--- src/hdl/sfwdg_pkg.sv ---
// Purpose: shared constants for the software fault watchdog
// Assumes: 100 MHz clock, classic Wishbone slave, 8-bit register
// Notes:   register index 0x2e sits at byte address 4 * index
package sfwdg_pkg;
   // ***************************************************
   // register map
   // ***************************************************
   localparam logic [7:0]  WATCHDOG_CONTROL_IDX  = 8'h2E;
   localparam logic [9:0]  WATCHDOG_CONTROL_ADDR =
      {WATCHDOG_CONTROL_IDX, 2'b00};
   localparam logic [9:0]  OPTION_STATUS_ADDR    = 10'h0BC;
   localparam logic [7:0]  CONTROL_RESET         = 8'h7F;
   localparam int          ACTIVATION_POS        = 7;
   localparam int          COUNT_TOP_POS         = 6;
   localparam logic [31:0] UNMAPPED_READ         = 32'h0000_0000;
   // ***************************************************
   // timing
   // ***************************************************
   localparam int          CLOCK_MHZ             = 100;
   localparam int          CPU_MHZ               = 8;
   localparam int          PRESCALE_CPU_CYCLES   = 16000;
   // 16000 machine cycles of the 8 MHz part are spread over clock cycles
   localparam int          PRESCALE_CYCLES       =
      PRESCALE_CPU_CYCLES * CLOCK_MHZ / CPU_MHZ;
   localparam int          PRESCALE_W            = 18;
   localparam int          COUNT_W               = 7;
endpackage : sfwdg_pkg

--- src/hdl/sfwdg_tick_if.sv ---
// Purpose: tick carrier between prescaler and watchdog core
// Assumes: single clock domain
// Notes:   tick is a one-cycle pulse
`timescale 1ns/1ns
`default_nettype none
interface sfwdg_tick_if;
   logic tick;
   modport source (output tick);
   modport sink   (input tick);
endinterface : sfwdg_tick_if
`default_nettype wire

--- src/hdl/sfwdg_prescaler.sv ---
// Purpose: divides the clock into one tick per countdown period
// Assumes: synchronous active-low reset
// Notes:   free running, never restarted by register writes
`timescale 1ns/1ns
`default_nettype none
module sfwdg_prescaler #(
   parameter int PERIOD = sfwdg_pkg::PRESCALE_CYCLES
) (
   input  wire logic   clock,
   input  wire logic   resetn,
   sfwdg_tick_if.source tick_if
);
   logic [sfwdg_pkg::PRESCALE_W-1:0] div_q;
   logic                              tick_q;
   localparam int                     W    = sfwdg_pkg::PRESCALE_W;
   localparam logic [W-1:0]           LAST = W'(PERIOD - 1);

   always_ff @(posedge clock) begin
      if (!resetn) begin
         div_q  <= '0;
         tick_q <= 1'b0;
      end else if (div_q == LAST) begin
         div_q  <= '0;
         tick_q <= 1'b1;
      end else begin
         div_q  <= div_q + 1'b1;
         tick_q <= 1'b0;
      end
   end
   assign tick_if.tick = tick_q;

   property p_tick_spacing;
      @(posedge clock) disable iff (!resetn)
         tick_q |=> !tick_q;
   endproperty
   a_tick_spacing: assert property (p_tick_spacing)
      else $error("prescaler ticks back to back");
endmodule : sfwdg_prescaler
`default_nettype wire

--- src/hdl/sfwdg_top.sv ---
// Purpose: software fault watchdog with Wishbone register access
// Assumes: one clock at 100 MHz, synchronous active-low reset
// Notes:   reset request to the reset manager pulses one cycle per rollover or software reset write; a halt reset lasts while halt_request is high
`timescale 1ns/1ns
`default_nettype none
module sfwdg_top #(
   parameter int PRESCALE_PERIOD = sfwdg_pkg::PRESCALE_CYCLES
) (
   input  wire logic        clock,
   input  wire logic        resetn,
   input  wire logic        wb_cyc_i,
   input  wire logic        wb_stb_i,
   input  wire logic        wb_we_i,
   input  wire logic [11:0] wb_adr_i,
   input  wire logic [3:0]  wb_sel_i,
   input  wire logic [31:0] wb_dat_i,
   output logic      [31:0] wb_dat_o,
   output logic             wb_ack_o,
   input  wire logic        hw_watchdog_option,
   input  wire logic        halt_reset_option,
   input  wire logic        halt_request,
   output logic             halt_enter,
   output logic             reset_request
);
   // ***************************************************
   // state
   // ***************************************************
   logic                           active_q;
   logic [sfwdg_pkg::COUNT_W-1:0] count_q;
   logic                           enabled;
   logic                           wr_ctrl;
   logic                           rd_hit;
   logic                           rollover;
   logic                           sw_reset;
   logic                           halt_reset;
   logic [7:0]                     ctrl_view;

   sfwdg_tick_if tick_bus ();

   sfwdg_prescaler #(
      .PERIOD (PRESCALE_PERIOD)
   ) u_prescaler (
      .clock   (clock),
      .resetn  (resetn),
      .tick_if (tick_bus.source)
   );

   // ***************************************************
   // bus decode
   // ***************************************************
   logic req;
   assign req = wb_cyc_i && wb_stb_i && !wb_ack_o;
   // low byte lane carries the register
   assign wr_ctrl = req && wb_we_i && wb_sel_i[0]
                    && (wb_adr_i[9:0] == sfwdg_pkg::WATCHDOG_CONTROL_ADDR);

   assign enabled   = active_q || hw_watchdog_option;
   assign ctrl_view = {active_q, count_q};

   // ***************************************************
   // control register
   // ***************************************************
   always_ff @(posedge clock) begin
      if (!resetn) begin
         active_q <=
            sfwdg_pkg::CONTROL_RESET[sfwdg_pkg::ACTIVATION_POS];
      end else if (wr_ctrl && wb_dat_i[sfwdg_pkg::ACTIVATION_POS]) begin
         active_q <= 1'b1;
      end
   end

   // write takes priority over a tick in the same cycle
   always_ff @(posedge clock) begin
      if (!resetn) begin
         count_q <= sfwdg_pkg::CONTROL_RESET[sfwdg_pkg::COUNT_W-1:0];
      end else if (wr_ctrl) begin
         count_q <= wb_dat_i[sfwdg_pkg::COUNT_W-1:0];
      end else if (tick_bus.tick) begin
         count_q <= count_q - 1'b1;
      end
   end

   // ***************************************************
   // reset generation
   // ***************************************************
   assign rollover   = !wr_ctrl && tick_bus.tick
                       && (count_q == 7'h40) && enabled;
   assign sw_reset   = wr_ctrl && !wb_dat_i[sfwdg_pkg::COUNT_TOP_POS]
                       && (wb_dat_i[sfwdg_pkg::ACTIVATION_POS]
                           || enabled);
   assign halt_reset = halt_request && enabled && halt_reset_option;

   always_ff @(posedge clock) begin
      if (!resetn) begin
         reset_request <= 1'b0;
      end else begin
         reset_request <= rollover || sw_reset || halt_reset;
      end
   end

   always_ff @(posedge clock) begin
      if (!resetn) begin
         halt_enter <= 1'b0;
      end else begin
         halt_enter <= halt_request && !halt_reset;
      end
   end

   // ***************************************************
   // bus answer
   // ***************************************************
   always_ff @(posedge clock) begin
      if (!resetn) begin
         wb_ack_o <= 1'b0;
      end else begin
         wb_ack_o <= req;
      end
   end

   always_ff @(posedge clock) begin
      if (!resetn) begin
         wb_dat_o <= sfwdg_pkg::UNMAPPED_READ;
      end else if (req && !wb_we_i) begin
         if (wb_adr_i[9:0] == sfwdg_pkg::WATCHDOG_CONTROL_ADDR) begin
            wb_dat_o <= {24'h00_0000, ctrl_view};
         end else if (wb_adr_i[9:0] == sfwdg_pkg::OPTION_STATUS_ADDR) begin
            wb_dat_o <= {29'h0000_0000, enabled,
                         halt_reset_option, hw_watchdog_option};
         end else begin
            wb_dat_o <= sfwdg_pkg::UNMAPPED_READ;
         end
      end
   end

   // ***************************************************
   // checks
   // ***************************************************
   property p_rollover_reset;
      @(posedge clock) disable iff (!resetn)
         (tick_bus.tick && !wr_ctrl && count_q == 7'h40 && enabled)
            |=> reset_request && count_q == 7'h3F;
   endproperty
   a_rollover_reset: assert property (p_rollover_reset)
      else $error("rollover did not request reset");

   property p_no_reset_idle;
      @(posedge clock) disable iff (!resetn)
         (!enabled && !wr_ctrl && !halt_request) |=> !reset_request;
   endproperty
   a_no_reset_idle: assert property (p_no_reset_idle)
      else $error("inactive watchdog requested reset");

   property p_count_runs;
      @(posedge clock) disable iff (!resetn)
         (tick_bus.tick && !wr_ctrl) |=> count_q == $past(count_q) - 7'h01;
   endproperty
   a_count_runs: assert property (p_count_runs)
      else $error("count did not decrement on tick");

   property p_active_sticky;
      @(posedge clock) disable iff (!resetn)
         active_q |=> active_q;
   endproperty
   a_active_sticky: assert property (p_active_sticky)
      else $error("activation bit cleared without reset");

   property p_sw_reset;
      @(posedge clock) disable iff (!resetn)
         (wr_ctrl && wb_dat_i[7] && !wb_dat_i[6]) |=> reset_request;
   endproperty
   a_sw_reset: assert property (p_sw_reset)
      else $error("software reset write ignored");

   property p_halt_reset;
      @(posedge clock) disable iff (!resetn)
         (halt_request && enabled && halt_reset_option)
            |=> reset_request && !halt_enter;
   endproperty
   a_halt_reset: assert property (p_halt_reset)
      else $error("halt did not become reset");

   property p_hw_option;
      @(posedge clock) disable iff (!resetn)
         hw_watchdog_option |-> enabled;
   endproperty
   a_hw_option: assert property (p_hw_option)
      else $error("hardware option not forcing active");

   property p_reset_value;
      @(posedge clock)
         !resetn |=> ctrl_view == 8'h7F;
   endproperty
   a_reset_value: assert property (p_reset_value)
      else $error("control register reset value wrong");

   property p_pulse;
      @(posedge clock) disable iff (!resetn)
         (reset_request && !wr_ctrl && !halt_request) |=> !reset_request;
   endproperty
   a_pulse: assert property (p_pulse)
      else $error("reset request longer than one cycle");

   property p_ack_once;
      @(posedge clock) disable iff (!resetn)
         wb_ack_o |=> !wb_ack_o;
   endproperty
   a_ack_once: assert property (p_ack_once)
      else $error("ack held two cycles");

   // ***************************************************
   // check helpers
   // ***************************************************
   // cycles since the last tick; checks the divider from outside
   localparam int                 GAP_W    = sfwdg_pkg::PRESCALE_W;
   localparam logic [GAP_W-1:0]   GAP_FULL = GAP_W'(PRESCALE_PERIOD);
   logic [GAP_W-1:0]              gap_q;

   always_ff @(posedge clock) begin
      if (!resetn) begin
         gap_q <= '0;
      end else if (tick_bus.tick) begin
         gap_q <= GAP_W'(1);
      end else begin
         gap_q <= gap_q + 1'b1;
      end
   end

   property p_tick_period;
      @(posedge clock) disable iff (!resetn)
         tick_bus.tick |-> gap_q == GAP_FULL;
   endproperty
   a_tick_period: assert property (p_tick_period)
      else $error("tick spacing differs from the period");

   property p_tick_due;
      @(posedge clock) disable iff (!resetn)
         !tick_bus.tick |-> gap_q < GAP_FULL;
   endproperty
   a_tick_due: assert property (p_tick_due)
      else $error("tick missing after a full period");

   property p_count_hold;
      @(posedge clock) disable iff (!resetn)
         (!tick_bus.tick && !wr_ctrl) |=> $stable(count_q);
   endproperty
   a_count_hold: assert property (p_count_hold)
      else $error("count moved without tick or write");

   property p_write_load;
      @(posedge clock) disable iff (!resetn)
         wr_ctrl |=> count_q == $past(wb_dat_i[6:0]);
   endproperty
   a_write_load: assert property (p_write_load)
      else $error("written count not loaded");

   property p_set_active;
      @(posedge clock) disable iff (!resetn)
         (wr_ctrl && wb_dat_i[7]) |=> active_q;
   endproperty
   a_set_active: assert property (p_set_active)
      else $error("activation write not taken");

   property p_zero_write_keeps;
      @(posedge clock) disable iff (!resetn)
         (wr_ctrl && !wb_dat_i[7]) |=> active_q == $past(active_q);
   endproperty
   a_zero_write_keeps: assert property (p_zero_write_keeps)
      else $error("writing zero changed activation");

   property p_sw_reset_enabled;
      @(posedge clock) disable iff (!resetn)
         (wr_ctrl && !wb_dat_i[6] && enabled) |=> reset_request;
   endproperty
   a_sw_reset_enabled: assert property (p_sw_reset_enabled)
      else $error("top bit cleared while active gave no reset");

   property p_safe_write;
      @(posedge clock) disable iff (!resetn)
         (wr_ctrl && wb_dat_i[6] && !halt_request) |=> !reset_request;
   endproperty
   a_safe_write: assert property (p_safe_write)
      else $error("refresh write caused a reset");

   property p_halt_pass;
      @(posedge clock) disable iff (!resetn)
         (halt_request && !(enabled && halt_reset_option)) |=> halt_enter;
   endproperty
   a_halt_pass: assert property (p_halt_pass)
      else $error("halt not passed on");

   property p_read_view;
      @(posedge clock) disable iff (!resetn)
         (req && !wb_we_i
          && wb_adr_i[9:0] == sfwdg_pkg::WATCHDOG_CONTROL_ADDR)
            |=> wb_dat_o == {24'h00_0000, $past(ctrl_view)};
   endproperty
   a_read_view: assert property (p_read_view)
      else $error("control read returned wrong value");

   property p_reset_quiet;
      @(posedge clock)
         !resetn |=> !reset_request && !halt_enter && !wb_ack_o;
   endproperty
   a_reset_quiet: assert property (p_reset_quiet)
      else $error("outputs not quiet after reset");

   property p_ack_after_req;
      @(posedge clock) disable iff (!resetn)
         (wb_cyc_i && wb_stb_i && !wb_ack_o) |=> wb_ack_o;
   endproperty
   a_ack_after_req: assert property (p_ack_after_req)
      else $error("request not acknowledged next cycle");

   property p_no_ack_idle;
      @(posedge clock) disable iff (!resetn)
         !(wb_cyc_i && wb_stb_i) |=> !wb_ack_o;
   endproperty
   a_no_ack_idle: assert property (p_no_ack_idle)
      else $error("ack without request");
endmodule : sfwdg_top
`default_nettype wire

--- config.mk ---
export PLATFORM = sky130hd
export DESIGN_NAME = sfwdg_top
export DESIGN_NICKNAME = d
export VERILOG_FILES = /design/src/hdl/sfwdg_pkg.sv /design/src/hdl/sfwdg_tick_if.sv /design/src/hdl/sfwdg_prescaler.sv /design/src/hdl/sfwdg_top.sv
export SDC_FILE = /design/constraint.sdc
export NUM_CORES = 1
export LEC_CHECK = 0
export ABC_AREA = 1
export CAP_MARGIN = 30
export CORE_MARGIN = 1
export CORE_UTILIZATION = 25
export CTS_BUF_LIST = sky130_fd_sc_hd__clkbuf_4 sky130_fd_sc_hd__clkbuf_8
export DETAILED_ROUTE_END_ITERATION = 16
export DONT_BUFFER_PORTS = 1
export PLACE_DENSITY = 0.46
export SLEW_MARGIN = 30
export SYNTH_ARGS = -nofsm -noshare
export SYNTH_HDL_FRONTEND = slang
export SYNTH_SLANG_ARGS = --single-unit
--- constraint.sdc ---
create_clock -name clock -period 2.4 [get_ports clock]
set_input_delay 0.72 -clock clock [delete_from_list [all_inputs] [get_ports clock]]
set_output_delay 0.72 -clock clock [all_outputs]
set_load 0.02 [all_outputs]
==> results.md <==
* Pleak at 1.007 nW
* Synth top area share at 34.92%
* Slowest stage delay, CP at 440 ps
* # nets final at 385
* Wire per inst at 10.74 um
* Syn-to-layout area delta at 7.869%
* Tmin final at 1579 ps
* Max_cap viols at 0
* Largest cells by area after synthesis: dfxtp_1 35%, nand2_1 12%, buf_4 8.6%
* R2r setup slk at 820 ps
* Initial Util at 26.12%
* Slowest-stage cell, CP: dfxtp_1
* Post-route cell area at 2350 um2
* Worst Hold Launch: count_q[5]
* Pre-CTS setup slack at 543.0 ps
* Logic pwr share at 5.7%
* Hold Path Class: register to register
* P_sw at 318.8 uW
* Critical Path AT at 1760 ps
* Setup crit start kind: register
* Drt pass-1 iters at 4
* Endpoint class of the critical path: register
* Clk pwr share at 47.6%
* Ports at 91
* R2r startpoint: u_prescaler.div_q[0]
* Worst-skew pair later-pin latency at 290 ps
* Worst Setup SP: u_prescaler.div_q[0]
* Placer Congestion at 0.8218
* Pint at 1.104 mW
* GRT Total Usage at 10.87%
* Final Power at 1.423 mW
* Sequential share of the synthesized area at 34.92%
* Drt drc at 0
* Die X at 95.35 um
* Hold slack at 464.4 ps
* First-pass GRT wire length at 7.486 mm
* Clk pin slew, worst setup/hold paths at 80 ps
* RSZ-0062 raised after global routing: false
* Pwr/cell area at 605.5 nW/um2
* Port Buffers at 0
* Final setup viols at 0
* Worst Skew at 10.34 ps
* Num rows at 33
* Footprint of the multi-input gates at 1142 um2
* Clk sinks at 38
* Synth Area per Inst at 6.765 um2
* Area leader, netlist: dfxtp_1
* Sequential share of power at 46.7%
* Filler instances at 946
* R2R cell count at 7
* Routed wire length at 4.640 mm
* Initial antenna violation count at 0
* Vias in the first global route at 1636
* Vias at 1813
* Number of failing hold endpoints at the final stage at 0
* Worst setup margin at 821.2 ps
* Achievable Freq at 633.4 MHz
* Final HPWL DP at 3.549 mm
* Final period util at 65.78%
* Dpl cells at 424
* Status: completed
* CTS tree: yes
* Hold Buf Count CTS at 0
* Die Ht at 95.35 um
* Max Root-Sink Buffers at 2
* Highest ir drop seen on vdd at 0.0002779 V
* N_diodes at 0
* Crit-path cells: ha_1 > nand3_2 > nor2_2 > nand3_2 > nor2_2 > xor2_1 > nor2_1
* Number of distinct library cells after synthesis at 24
* Post-route non-filler standard cell count at 432
* Sequential Area at 760.7 um2
* Seq cells post-synth at 38
* Crit path required time at 2580 ps
* Layout cells sized above 1 at 7.339%
* Num CTS Buffers at 5
* Syn. warnings at 0
* Worst Tran Pin Value at 509.5 ps
* Worst-path maximum fanout at 6
* Die ar. at 9091 um2
* Switching Share at 22.41%
* Worst slew margin at 65.78%
* CTS H-tree lvls at 2
* Reg-to-Reg End: u_prescaler.div_q[12]
* Post-DRT Antenna Nets at 0
* Cells after synthesis at 322
* Routed vias/inst at 4.197
* Placed instance area at 2207 um2
* Iter 0 DRT Violations at 51
* WHS Path Cells at 2
* Setup CP Type: register to register
* Hold EP: wb_dat_o[5]
* Pin count of the biggest net entering global routing at 19
* Setup TNS at 0 ps
* Post-CTS Resized at 0
* Total gr overflow at 0
* Clk root buf: clkbuf_8
* Core ar. at 8341 um2
* Util after Layout at 28.17%
* Max-slew violation count at 0
* Post-CTS Setup Inserts at 0
* Post-Syn Area at 2178 um2
## area by class of cell
class                           instances  share of cell area [%]
Clock buffer                            6                   3.514
Clock inverter                          2                   2.556
Inverter                               44                   7.029
Multi-Input combinational cell        236                   48.62
Sequential cell                        38                   32.37
Tap cell                              105                   5.591
Timing Repair Buffer                    1                  0.3195
## power by group through the flow
stage,logic [mW],clock network [mW],registers (mW)
after global routing,0.0941,0.726,0.666
after global placement,0.0811,0,0.679
after detailed placement,0.0814,0,0.680
after CTS,0.0817,0.703,0.665
final,0.0811,0.677,0.664
after floorplan,0.105,0,0.677
## logic make-up (layout without fill, tap and decap cells)
group           after synthesis  in the layout  share of synthesized area (%)
simple gates                172            172                          35.73
fa+ha+maj                     3              3                          1.723
compound gates               26             26                          6.433
flops                        38             38                          34.92
other cells                   1             24                         0.1721
xor+xnor                     11             11                          4.423
buf+inv                      71             53                          16.60
## synthesized netlist by cell type, drive strengths merged
cell,n
ha,3
clkbuf,1
inv,44
nor4,1
o21ai,6
conb,1
xnor2,2
o211ai,4
xor2,9
or2,1
buf,26
nand4,6
nor2,51
nand2,71
nand3,28
nor3,14
dfxtp,38
a21oi,16
## worst max path at each step
stage                            end  slack, ps
2_1_floorplan            wb_dat_o[0]        820
3_3_place_gp              count_q[4]        560
3_5_place_dp              count_q[4]        540
4_1_cts        u_prescaler.div_q[12]        800
5_1_grt                   count_q[0]        630
6_report       u_prescaler.div_q[12]        820
## cells in the final DEF (no fill, tap or decap), drive strengths merged
| master | netlist | final |
|---|---|---|
| nand2 | 71 | 71 |
| o211ai | 4 | 4 |
| clkbuf | 1 | 6 |
| o21ai | 6 | 6 |
| nand3 | 28 | 28 |
| buf | 26 | 1 |
| xor2 | 9 | 9 |
| inv | 44 | 44 |
| nor4 | 1 | 1 |
| a21oi | 16 | 16 |
| nor3 | 14 | 14 |
| ha | 3 | 3 |
| dfxtp | 38 | 38 |
| bufinv | 0 | 2 |
| nand4 | 6 | 6 |
| conb | 1 | 24 |
| nor2 | 51 | 51 |
| xnor2 | 2 | 2 |
| or2 | 1 | 1 |
## sequential cells by signal, summed over array words and instances (netlist names)
| name | flops |
|---|---|
| active_q | 1 |
| halt_enter | 1 |
| wb_dat_o | 8 |
| u_prescaler.tick_if.tick | 1 |
| reset_request | 1 |
| u_prescaler.div_q | 18 |
| count_q | 7 |
| wb_ack_o | 1 |
## worst max-delay path, delay by kind of cell, from the launching register on
kind,cells,cell delay (ps)
AND/OR/NAND/NOR,5,640
flip-flops,1,440
XOR/XNOR,1,160
adder cells (fa/ha/maj),1,240
## routing by layer
| metal | GRT usage [%] | wire [um] | part of all wire [%] | vias up |
|---|---|---|---|---|
| met4 | 3.662 | 69 | 1.5 | 0 |
| li1 | - | - | - | 973 |
| met1 | 13.19 | 2233 | 48 | 781 |
| met2 | 17.98 | 2068 | 45 | 50 |
| met5 | 0 | 0 | 0 | - |
| met3 | 3.509 | 268 | 5.8 | 9 |
No activity file was read; power rests on OpenSTA's default activity.
